<file path="src/hw/optbyte_defines.svh">
`ifndef OPTBYTE_DEFINES_SVH
`define OPTBYTE_DEFINES_SVH

// erased flash content and protected-clear erase value
`define OB_ERASED_VAL 8'hff
`define OB_WIPE_VAL 8'h00
// byte 0 fields
`define OB0_OPAMP3_BIT 1
`define OB0_PROTECT_BIT 0
// byte 1 fields
`define OB1_CLKFILT_BIT 7
`define OB1_OSC_HI 6
`define OB1_OSC_LO 4
`define OB1_LVD_HI 3
`define OB1_LVD_LO 2
`define OB1_HALT_BIT 1
`define OB1_WDG_BIT 0
// register map on the local port
`define OB_ADDR_BYTE0 2'h0
`define OB_ADDR_BYTE1 2'h1
`define OB_ADDR_STATUS 2'h2
// status bits
`define OB_ST_LOADED 0
`define OB_ST_PROG 1
`define OB_ST_WIPE 2

`endif

</file>
<file path="src/hw/optbyte_pkg.sv">
package optbyte_pkg;
  typedef enum logic [2:0] {
    OSC_HS, OSC_MS, OSC_MP, OSC_LP, OSC_EXT_RC, OSC_INT_RC, OSC_EXT_CLK
  } osc_sel_t;
  typedef enum logic [2:0] {
    LVD_LOW, LVD_MID, LVD_HIGH, LVD_OFF
  } lvd_sel_t;
  typedef enum {
    ST_LOAD, ST_RUN, ST_WIPE
  } ctl_state_t;
endpackage

</file>
<file path="src/hw/option_byte_config_decoder.sv">
// The plain strobed port and the address map were chosen for this implementation.
`timescale 1ns/100ps
`include "optbyte_defines.svh"

module option_byte_config_decoder
  import optbyte_pkg::*;
(
  input wire logic i_core_clk,
  input wire logic i_srst,
  input wire logic i_prog_mode,
  input wire logic [7:0] i_nv_byte0,
  input wire logic [7:0] i_nv_byte1,
  input wire logic i_nv_erased,
  input wire logic [1:0] i_addr,
  input wire logic [7:0] i_wdata,
  input wire logic i_wr,
  input wire logic i_rd,
  output logic [7:0] o_rdata,
  output logic [7:0] o_nv_wdata0,
  output logic [7:0] o_nv_wdata1,
  output logic o_nv_write,
  output logic o_mem_wipe,
  output logic o_opamp3_enable,
  output logic o_readout_protect,
  output logic o_clock_filter_off,
  output logic [2:0] o_main_osc_select,
  output osc_sel_t o_osc_kind,
  output logic [1:0] o_low_voltage_threshold_select,
  output lvd_sel_t o_lvd_kind,
  output logic o_halt_reset_select,
  output logic o_watchdog_type_select
);

  // timing at a glance:
  //   edge 1 after reset: shadows take the stored bytes
  //   edge 2 after reset: decoded outputs follow
  //   programming mode counts two edges after the pin rises
  //   a write lands in the shadow at its strobe edge, outputs one later
  //   a wipe leaves one dead cycle in which writes are dropped

  // programming-mode pin comes from outside; two-stage synchroniser
  // only the second stage is read, the first may still be settling
  logic prog_s1_q;
  logic prog_s2_q;
  always_ff @(posedge i_core_clk) begin
    if (i_srst) begin
      prog_s1_q <= 1'b0;
      prog_s2_q <= 1'b0;
    end else begin
      prog_s1_q <= i_prog_mode;
      prog_s2_q <= prog_s1_q;
    end
  end

  // option byte shadow copies and control state
  ctl_state_t state_q;
  logic [7:0] ob0_q;
  logic [7:0] ob1_q;
  logic loaded_q;

  // erased or unprogrammed storage reads as ffh
  logic [7:0] nv0;
  logic [7:0] nv1;
  assign nv0 = i_nv_erased ? `OB_ERASED_VAL : i_nv_byte0;
  assign nv1 = i_nv_erased ? `OB_ERASED_VAL : i_nv_byte1;

  logic wr_ok;
  assign wr_ok = i_wr && prog_s2_q;
  // a write dropping protection must wipe first
  logic unprotect;
  assign unprotect = wr_ok && (i_addr == `OB_ADDR_BYTE0) && ob0_q[`OB0_PROTECT_BIT]
    && !i_wdata[`OB0_PROTECT_BIT];

  // state only tells load, run and the one dead cycle after a wipe
  logic load_now;
  logic wipe_now;
  logic wr_byte0;
  logic wr_byte1;
  assign load_now = (state_q == ST_LOAD);
  // a wipe is honoured only while running, never twice in a row
  assign wipe_now = unprotect && (state_q == ST_RUN);
  // plain byte writes; a write in the wipe cycle is dropped on purpose
  assign wr_byte0 = wr_ok && (state_q == ST_RUN) && (i_addr == `OB_ADDR_BYTE0);
  assign wr_byte1 = wr_ok && (state_q == ST_RUN) && (i_addr == `OB_ADDR_BYTE1);

  // control sequence: one load cycle after reset, then run
  always_ff @(posedge i_core_clk) begin
    if (i_srst) begin
      state_q <= ST_LOAD;
    end else begin
      case (state_q)
        ST_LOAD: begin
          state_q <= ST_RUN;
        end
        ST_RUN: begin
          if (wipe_now) begin
            state_q <= ST_WIPE;
          end
        end
        ST_WIPE: begin
          state_q <= ST_RUN;
        end
        default: begin
          state_q <= ST_LOAD;
        end
      endcase
    end
  end

  // byte 0 shadow; storage is sampled once, so later input noise is ignored
  always_ff @(posedge i_core_clk) begin
    if (i_srst) begin
      ob0_q <= `OB_ERASED_VAL;
    end else if (load_now) begin
      ob0_q <= nv0;
    end else if (wipe_now) begin
      // option byte goes to 00h with the rest, so protection drops with it
      ob0_q <= `OB_WIPE_VAL;
    end else if (wr_byte0) begin
      ob0_q <= i_wdata;
    end
  end

  // byte 1 shadow; the wipe clears it too, the whole array goes to 00h
  always_ff @(posedge i_core_clk) begin
    if (i_srst) begin
      ob1_q <= `OB_ERASED_VAL;
    end else if (load_now) begin
      ob1_q <= nv1;
    end else if (wipe_now) begin
      ob1_q <= `OB_WIPE_VAL;
    end else if (wr_byte1) begin
      ob1_q <= i_wdata;
    end
  end

  // loaded flag for the status word; only a reset clears it
  always_ff @(posedge i_core_clk) begin
    if (i_srst) begin
      loaded_q <= 1'b0;
    end else if (load_now) begin
      loaded_q <= 1'b1;
    end
  end

  // storage write pulse; one cycle per accepted byte write
  always_ff @(posedge i_core_clk) begin
    if (i_srst) begin
      o_nv_write <= 1'b0;
    end else begin
      o_nv_write <= wr_byte0 || wr_byte1;
    end
  end

  // whole-array erase pulse; the storage side gives it priority over a write
  always_ff @(posedge i_core_clk) begin
    if (i_srst) begin
      o_mem_wipe <= 1'b0;
    end else begin
      o_mem_wipe <= wipe_now;
    end
  end

  // both bytes go out together, so the far side never needs a merge;
  // unprotect beats the address decode, the wipe image is all zero
  always_ff @(posedge i_core_clk) begin
    if (i_srst) begin
      o_nv_wdata0 <= `OB_ERASED_VAL;
    end else if (unprotect) begin
      o_nv_wdata0 <= `OB_WIPE_VAL;
    end else if (i_addr == `OB_ADDR_BYTE0) begin
      o_nv_wdata0 <= i_wdata;
    end else begin
      o_nv_wdata0 <= ob0_q;
    end
  end

  // byte 1 image toward storage, same scheme as byte 0
  always_ff @(posedge i_core_clk) begin
    if (i_srst) begin
      o_nv_wdata1 <= `OB_ERASED_VAL;
    end else if (unprotect) begin
      o_nv_wdata1 <= `OB_WIPE_VAL;
    end else if (i_addr == `OB_ADDR_BYTE1) begin
      o_nv_wdata1 <= i_wdata;
    end else begin
      o_nv_wdata1 <= ob1_q;
    end
  end

  // status word: loaded, programming mode seen, wipe in progress
  logic [7:0] status_word;
  always_comb begin
    status_word = 8'h00;
    status_word[`OB_ST_LOADED] = loaded_q;
    status_word[`OB_ST_PROG] = prog_s2_q;
    status_word[`OB_ST_WIPE] = (state_q == ST_WIPE);
  end

  // option bytes read back as zero outside programming mode
  logic [7:0] byte0_view;
  logic [7:0] byte1_view;
  assign byte0_view = prog_s2_q ? ob0_q : 8'h00;
  assign byte1_view = prog_s2_q ? ob1_q : 8'h00;

  // read port: data stands one cycle after the strobe, zero otherwise
  always_ff @(posedge i_core_clk) begin
    if (i_srst) begin
      o_rdata <= 8'h00;
    end else if (i_rd) begin
      case (i_addr)
        `OB_ADDR_BYTE0: begin
          o_rdata <= byte0_view;
        end
        `OB_ADDR_BYTE1: begin
          o_rdata <= byte1_view;
        end
        `OB_ADDR_STATUS: begin
          o_rdata <= status_word;
        end
        default: begin
          o_rdata <= 8'h00;
        end
      endcase
    end else begin
      o_rdata <= 8'h00;
    end
  end

  // decoded settings, one register each so every output comes off a flop;
  // they lag the shadows by one cycle, harmless as the bytes only move at
  // load, on a programming-mode write or on a wipe
  // reset levels are the erased-byte decode, except the byte 0 pair
  localparam logic [7:0] ERASED_BYTE = `OB_ERASED_VAL;

  // op-amp three enable, a plain level for the analog side
  always_ff @(posedge i_core_clk) begin
    if (i_srst) begin
      o_opamp3_enable <= 1'b0;
    end else begin
      o_opamp3_enable <= ob0_q[`OB0_OPAMP3_BIT];
    end
  end

  // read-out protection level for the memory access guard
  always_ff @(posedge i_core_clk) begin
    if (i_srst) begin
      o_readout_protect <= 1'b0;
    end else begin
      o_readout_protect <= ob0_q[`OB0_PROTECT_BIT];
    end
  end

  // clock filter control; a one turns the filter off
  always_ff @(posedge i_core_clk) begin
    if (i_srst) begin
      o_clock_filter_off <= ERASED_BYTE[`OB1_CLKFILT_BIT];
    end else begin
      o_clock_filter_off <= ob1_q[`OB1_CLKFILT_BIT];
    end
  end

  // raw oscillator field, passed on untouched
  always_ff @(posedge i_core_clk) begin
    if (i_srst) begin
      o_main_osc_select <= ERASED_BYTE[`OB1_OSC_HI:`OB1_OSC_LO];
    end else begin
      o_main_osc_select <= ob1_q[`OB1_OSC_HI:`OB1_OSC_LO];
    end
  end

  // raw detector field, passed on untouched
  always_ff @(posedge i_core_clk) begin
    if (i_srst) begin
      o_low_voltage_threshold_select <= ERASED_BYTE[`OB1_LVD_HI:`OB1_LVD_LO];
    end else begin
      o_low_voltage_threshold_select <= ob1_q[`OB1_LVD_HI:`OB1_LVD_LO];
    end
  end

  // reset on halt while the watchdog runs
  always_ff @(posedge i_core_clk) begin
    if (i_srst) begin
      o_halt_reset_select <= ERASED_BYTE[`OB1_HALT_BIT];
    end else begin
      o_halt_reset_select <= ob1_q[`OB1_HALT_BIT];
    end
  end

  // watchdog type; zero keeps it always on in hardware
  always_ff @(posedge i_core_clk) begin
    if (i_srst) begin
      o_watchdog_type_select <= ERASED_BYTE[`OB1_WDG_BIT];
    end else begin
      o_watchdog_type_select <= ob1_q[`OB1_WDG_BIT];
    end
  end

  // oscillator kind; both external resistor codes fold into one kind,
  // so a consumer need not know that the low bit is a don't-care there
  always_ff @(posedge i_core_clk) begin
    if (i_srst) begin
      o_osc_kind <= OSC_EXT_CLK;
    end else begin
      case (ob1_q[`OB1_OSC_HI:`OB1_OSC_LO])
        3'h7: o_osc_kind <= OSC_EXT_CLK;
        3'h6: o_osc_kind <= OSC_INT_RC;
        3'h5, 3'h4: o_osc_kind <= OSC_EXT_RC;
        3'h3: o_osc_kind <= OSC_LP;
        3'h2: o_osc_kind <= OSC_MP;
        3'h1: o_osc_kind <= OSC_MS;
        default: o_osc_kind <= OSC_HS;
      endcase
    end
  end

  // detector kind; all ones switches the detector off,
  // the other three codes pick a threshold from high to low
  always_ff @(posedge i_core_clk) begin
    if (i_srst) begin
      o_lvd_kind <= LVD_OFF;
    end else begin
      case (ob1_q[`OB1_LVD_HI:`OB1_LVD_LO])
        2'h3: o_lvd_kind <= LVD_OFF;
        2'h2: o_lvd_kind <= LVD_HIGH;
        2'h1: o_lvd_kind <= LVD_MID;
        default: o_lvd_kind <= LVD_LOW;
      endcase
    end
  end

endmodule

</file>
<file path="config.mk">
export PLATFORM = sky130hd
export DESIGN_NAME = option_byte_config_decoder
export DESIGN_NICKNAME = d
export VERILOG_FILES = /design/src/hw/optbyte_pkg.sv /design/src/hw/option_byte_config_decoder.sv
export VERILOG_INCLUDE_DIRS = /design/src /design/src/hw
export SDC_FILE = /design/constraint.sdc
export NUM_CORES = 1
export LEC_CHECK = 0
export BUFFER_PORTS_ARGS = -buffer_cell sky130_fd_sc_hd__buf_2
export CAP_MARGIN = 5
export CORE_MARGIN = 8
export CORE_UTILIZATION = 25
export CTS_CLUSTER_DIAMETER = 80
export DETAILED_ROUTE_END_ITERATION = 10
export PLACE_DENSITY = 0.55
export SETUP_SLACK_MARGIN = 0.4
export SLEW_MARGIN = 40
export SYNTH_ARGS = -nofsm -noshare
export SYNTH_HDL_FRONTEND = slang
export SYNTH_SLANG_ARGS = --single-unit
</file>
<file path="constraint.sdc">
create_clock -name i_core_clk -period 1.8 [get_ports i_core_clk]
set_input_delay 0.09 -clock i_core_clk [delete_from_list [all_inputs] [get_ports i_core_clk]]
set_output_delay 0.09 -clock i_core_clk [all_outputs]
set_load 0.02 [all_outputs]
</file>
==> results.md, run 1 <==
- First-pass GRT wire length: 10800 um
- Initial Util: 25.2%
- Slew @ Worst Pin: 0.514 ns
- Clock share of power: 39.3%
- Sw Ratio: 25.4%
- Period Utilization, post-route: 84.6%
- WL/cell: 15.1 um
- Hold Crit Class: in -> reg
- Fraction of layout cells with a size suffix above 1: 37.7%
- Largest family of logic cells by synthesized area: compound AO/OA/AOI/OAI gates
- Crit path required time: 2.00 ns
- CTS tree: yes
- Power density cells: 960 nW/um2
- F_max: 0.657 GHz
- Ant. Diodes: 0
- Final setup fails: 0
- CP endpoint kind: flop
- Post-DP Area: 2890 um2
- Yosys top cell area share: 51.6%
- Worst Setup Start Kind: flop
- Worst reg2reg path depth: 5
- Worst path cell trace: or2b_4 -> a221o_2 -> buf_6 -> nor2_4 -> a32oi_1
- Critical path buffer and inverter count: 1
- Cells after Synth: 240
- Fillers: 1020
- Min Tclk post-route: 1.52 ns
- Synthesis Warnings: 0
- Synth area leaders: dfxtp_1, mux2i_1, o21ai_0, nor2_1, o32a_1
- Final Wtd Congestion: 0.859
- # clock sinks: 62
- PnR worst setup slack: 0.277 ns
- Sequential Area: 1250 um2
- HPWL after detailed placement: 5340 um
- H-tree levels: 3
- Multiplexer share of the synthesized area: 7.90%
- Setup CP Type: reg -> reg
- Asr flop ratio synth: 0%
- Hold Fails Final Rpt: 0
- Slowest Stage Delay on Critical Path: 0.47 ns
- Vias in the first global route: 2099
- Mapped cell area: 2410 um2
- Comb power frac: 13.3%
- Net Count, Synth: 272
- IR Drop Worst-Case VDD: 0.321 mV
- Max-slew violation count: 0
- Rel. slew slack: 65.7%
- Initial antenna violation count: 0
- RR Startpoint: ob0_q[0]$_SDFFE_PP1P_
- Psw: 0.797 mW
- Leak: 1.34 nW
- Pre-CTS WS: 0.189 ns
- Synth cell count leaders: dfxtp_1, o21ai_0, nor2_1
- Clk root buf: clkbuf_8
- I/O pin count: 74
- Synth Area in Simple Gates: 13.8%
- Multi-input combinational cell area: 1050 um2
- Yosys cell types: 42
- Vias per cell: 4.44
- DR vias: 2064
- Met2 Use GR: 16.4%
- Fin nets: 359
- R2R Setup Slk: 0.28 ns
- RSZ-0062 raised after global routing: yes
- Met3 Usage GRT: 4.27%
- Most common cell in the synthesized netlist: dfxtp_1
- Reg power frac: 47.4%
- DRT Wirelength: 7010 um
- Row count: 36
- Syn_area_per_cell: 10.0 um2
- Worst Skew: 0.00487 ns
- Total stage count of the critical path: 5
- Post-Route Utilization: 34.2%
- Busiest layer in global routing: met2
- Critical path endpoint: ob1_q[1]$_SDFFE_PP1P_
- Primary FF master, synth: dfxtp_1
- GRT Overall Usage: 10.8%
- Int Pwr: 2.34 mW
- Largest net degree at the start of global routing: 26
- Final instance area: 3270 um2
- Status: finished, final reports clean
- R2r endpoint: ob1_q[1]$_SDFFE_PP1P_
- Port bufs: 72
- CTS Buf Count: 9
- Core area: 9550 um2
- Crit path launch: ob0_q[0]$_SDFFE_PP1P_
- Register bit total from synthesis: 62
- Clk slew on worst S/H paths: 0.07 ns
- Leading area contributor after synthesis: dfxtp_1
- Longest Clk Path Bufs: 2
- Adder-Cell Fraction of Synth Area: 0%
- Iter 0 DRT Violations: 99
- First-pass DRT Iterations: 4
- Register area share after synthesis: 51.6%
- Max-cap violation count: 0
- Gr ovfl total: 0
- Post-synthesis compound-gate area fraction: 19.7%
- Setup TNS: 0 ns
- Die Area: 13000 um2
- Die height: 114 um
- Worst path slowest cell: a221o_2
- Crit path max fanout: 8
- XOR/XNOR share of the synthesized area: 0%
- Post-DRT Antenna Nets: 0
- Delay-heaviest family, CP: compound AO/OA/AOI/OAI gates
- EDFF count, synth: 0
- CP Data Arrival Time: 1.72 ns
- Layout area overhead: 35.8%
- Skew-Pair Late Insertion Delay: 0.33 ns
- Die X: 114 um
- Met1 Resource Use GR: 12.9%
- DRC violations left: 0
-- timing repair --
item                                    in CTS  in global routing
pin swaps                                   13                  8
resized for setup                           13                  8
hold endpoints to repair                     1                  0
endpoints found under the setup margin      34                 28
hold buffers                                 1                  0
buffers inserted                             8                  2
-- stage by stage --
stage	std cells	hold slack [ns]	power, mW
6_report	465	0.0708	3.14
3_5_place_dp	438	0.315	1.90
4_1_cts	463	0.0515	3.17
2_1_floorplan	240	0.218	1.76
3_3_place_gp	438	0.307	1.89
5_1_grt	465	0.0757	3.29
-- tightest hold or removal path, stage by stage --
cell and delay [ns]:
buf_2 0.10, mux2i_1 0.07, o21ai_1 0.11
-- worst min-delay path by stage --
| stage | slack, ns | depth (start not counted) | endpoint | from |
|---|---|---|---|---|
| after floorplan | 0.22 | 1 | prog_s1_q$_SDFF_PP0_ | i_prog_mode |
| after global placement | 0.31 | 2 | prog_s1_q$_SDFF_PP0_ | i_prog_mode |
| after detailed placement | 0.32 | 2 | prog_s1_q$_SDFF_PP0_ | i_prog_mode |
| after CTS | 0.05 | 3 | o_nv_wdata1[5]$_SDFF_PP1_ | i_wdata[5] |
| after global routing | 0.08 | 3 | o_nv_wdata1[5]$_SDFF_PP1_ | i_wdata[5] |
| final | 0.07 | 3 | o_nv_wdata1[5]$_SDFF_PP1_ | i_wdata[5] |
-- layer usage --
metal	part of all wire, %	wire (um)	vias up
met1	46	3210	944
li1	-	-	1034
met2	44	3110	72
met4	2.2	154	0
met5	0	0	-
met3	7.7	543	14
-- cell type report --
class	instances	area share, %
Sequential cell	62	38.3
Timing Repair Buffer	93	16.8
Multi-Input combinational cell	148	32.2
Clock inverter	3	1.30
Tap cell	133	5.09
Clock buffer	13	4.86
Inverter	13	1.49
-- cells by family (layout without fill, tap and decap cells) --
| family | after synthesis | in the layout |
|---|---|---|
| compound gates | 73 | 73 |
| flops | 62 | 62 |
| simple gates | 55 | 55 |
| buf+inv | 30 | 122 |
| mux | 19 | 19 |
| other cells | 1 | 1 |
-- registers in the layout, indices dropped and copies added, names as in the netlist, 3 cells and up --
name,flops
o_main_osc_select,3
o_nv_wdata0,8
o_nv_wdata1,8
o_osc_kind,3
o_rdata,8
ob0_q,8
ob1_q,8
-- power groups by stage --
stage               combinational [mW]  clock [mW]  sequential, mW
floorplan                        0.195           0            1.56
global placement                 0.373           0            1.52
detailed placement               0.378           0            1.52
CTS                              0.408        1.27            1.49
global route                     0.456        1.34            1.49
finish                           0.419        1.23            1.49
-- cell usage in the layout, fill, tap and decap left out, types with 2 or more instances in the layout --
master,Yosys,final
dfxtp_2,0,2
a22oi_1,3,3
clkbuf_8,2,11
inv_1,12,12
nor2b_1,4,4
nand3b_1,3,3
o32a_1,7,7
nand2_1,5,4
a32oi_1,5,5
nor3_1,2,2
mux2i_1,19,19
o21ai_0,28,28
o21a_1,8,8
o21ai_1,2,2
nor2_4,0,3
o31ai_1,2,2
or2_2,2,2
nor4b_2,0,2
buf_2,2,72
dfxtp_4,0,2
and4b_1,2,2
o211ai_1,3,3
dfxtp_1,62,58
clkbuf_1,6,2
nor2_1,24,20
buf_6,2,4
a21oi_1,11,10
buf_4,4,15
Power figures use the tool's default switching activity.
==> run 2: changes to the inputs <==
Clock period 1.8 ns to 1.5 ns, I/O delays scaled along.
==> results.md, run 2 (synthesis results as in run 1) <==
- CP Data Arrival Time: 1.69 ns (-0.03 ns)
- PnR worst setup slack: 0.0186 ns (-0.258 ns)
- Die X: 114 um (unchanged)
- Core area: 9550 um2 (unchanged)
- Final setup fails: 0 (unchanged)
- Iter 0 DRT Violations: 91 (-8.1%)
- Longest Clk Path Bufs: 2 (unchanged)
- Die Area: 13000 um2 (unchanged)
- Row count: 36 (unchanged)
- Min Tclk post-route: 1.48 ns (-0.0415 ns)
- Period Utilization, post-route: 98.8% (+14 points)
- Ant. Diodes: 0 (unchanged)
- RSZ-0062 raised after global routing: yes
- DRT Wirelength: 7220 um (+3.0%)
- Hold Crit Class: in -> reg
- Layout area overhead: 42.1%
- Hold Fails Final Rpt: 0 (unchanged)
- Post-DRT Antenna Nets: 0 (unchanged)
- Final Wtd Congestion: 0.820 (-4.5%)
- H-tree levels: 3 (unchanged)
- Max-slew violation count: 0 (unchanged)
- Crit path max fanout: 7 (-1)
- HPWL after detailed placement: 5380 um (+0.72%)
- First-pass DRT Iterations: 6 (+2)
- Clock share of power: 35.4% (-3.9 points)
- Clk root buf: clkbuf_8
- Vias per cell: 4.39 (-1.1%)
- Max-cap violation count: 0 (unchanged)
- IR Drop Worst-Case VDD: 0.416 mV (+30%)
- Setup CP Type: reg -> reg
- Fillers: 1033 (+1.3%)
- Gr ovfl total: 0 (unchanged)
- I/O pin count: 74 (unchanged)
- Crit path required time: 1.71 ns (-0.29 ns)
- DR vias: 2086 (+1.1%)
- CTS tree: yes
- Most common cell after layout, fill and taps aside: buf_2
- Skew-Pair Late Insertion Delay: 0.34 ns (about the same)
- CP endpoint kind: flop
- Power density cells: 1050 nW/um2 (+9.6%)
- Fraction of layout cells with a size suffix above 1: 43.9% (+6.2 points)
- Initial Util: 25.2% (unchanged)
- Most frequent cells in the layout: buf_2, dfxtp_1, mux2i_1
- Status: finished, final reports clean
- Initial antenna violation count: 0 (unchanged)
- GRT Overall Usage: 11.3% (+0.45 points)
- F_max: 0.675 GHz (+2.8%)
- Clk slew on worst S/H paths: 0.06 ns (about the same)
- Port bufs: 72 (unchanged)
- Comb power frac: 15.1% (+1.8 points)
- # clock sinks: 62 (unchanged)
- DRC violations left: 0 (unchanged)
- Worst Setup Start Kind: flop
- Sw Ratio: 27.3% (+1.8 points)
- Vias in the first global route: 2229 (+6.2%)
- Tot Pwr: 3.60 mW (+15%)
- Int Pwr: 2.62 mW (+12%)
- Pre-CTS WS: -0.0322 ns (-0.221 ns)
- First-pass GRT wire length: 11300 um (+4.5%)
- WL/cell: 15.2 um (+0.84%)
- Reg power frac: 49.5% (+2.1 points)
- CTS Buf Count: 9 (unchanged)
- Leak: 1.39 nW (+3.6%)
- Psw: 0.981 mW (+23%)
- Largest net degree at the start of global routing: 21 (-19%)
- Worst Skew: 0.0105 ns (+0.00560 ns)
- Fin nets: 369 (+2.8%)
- Die height: 114 um (unchanged)
run 2: changes by cell type in the layout (fill, tap and decap cells not counted), sizes merged:
| cell | change |
|---|---|
| clkbuf | +1 |
| buf | +9 |
| clkinvlp | +1 |
| bufinv | -1 |
run 2: through the flow:
step | TNS, ns | util (%) | cell area [um2] | std cells | hold slack [ns]
finish | 0 | 35.8 | 3420 | 475 | 0.0491
detailed placement | -0.161 | 31.3 | 2990 | 448 | 0.303
CTS | 0 | 34.6 | 3300 | 471 | 0.0367
global route | -0.139 | 35.8 | 3420 | 475 | 0.0493
global placement | 0 | 31.3 | 2990 | 448 | 0.294
floorplan | 0 | - | 2430 | 240 | 0.203
run 2: repair_timing:
item	in CTS	in global routing
pin swaps	13	5
gates cloned	1	2
hold buffers	1	0
endpoints found under the hold margin	1	0
buffers inserted	5	2
gates resized for setup	20	22
endpoints found under the setup margin	34	35
run 2: cell type report:
cell class / count / area [um2] / share of cell area [%]
Sequential cell: 62 / 1250 / 36.6
Multi-Input combinational cell: 148 / 1120 / 32.9
Timing Repair Buffer: 103 / 661 / 19.3
Tap cell: 133 / 166 / 4.87
Clock buffer: 13 / 149 / 4.35
Inverter: 13 / 48.8 / 1.43
Clock inverter: 3 / 20.0 / 0.585
run 2: per-layer routing:
| metal | global-route usage, % | up-vias | wire (um) |
|---|---|---|---|
| met1 | 13.0 | 967 | 3250 |
| met4 | 6.03 | 0 | 179 |
| met3 | 5.54 | 13 | 666 |
| met5 | 0 | - | 0 |
| li1 | - | 1042 | - |
| met2 | 16.7 | 64 | 3130 |
run 2: worst max-delay path: stages (launching register included):
cell and delay (ns):
dfxtp_2 0.32, or2b_4 0.26, a221o_2 0.44, buf_6 0.17, nor2_2 0.07, a32oi_1 0.10
run 2: path summary, 6_finish.rpt:
path	from	end	slack [ns]	depth (start not counted)
worst max-delay path	ob0_q[0]$_SDFFE_PP1P_	ob1_q[2]$_SDFFE_PP1P_	0.02	5
worst min register to register	prog_s1_q$_SDFF_PP0_	prog_s2_q$_SDFF_PP0_	0.44	1
worst min-delay path	i_wdata[3]	o_nv_wdata1[3]$_SDFF_PP1_	0.05	3
worst max register to register	ob0_q[0]$_SDFFE_PP1P_	ob1_q[2]$_SDFFE_PP1P_	0.02	5
run 2: power groups by stage:
stage               combinational [mW]  sequential [mW]  clock, mW
floorplan                        0.240             1.88          0
global placement                 0.480             1.82          0
detailed placement               0.486             1.82          0
CTS                              0.527             1.78       1.32
global route                     0.594             1.79       1.39
finish                           0.544             1.78       1.27
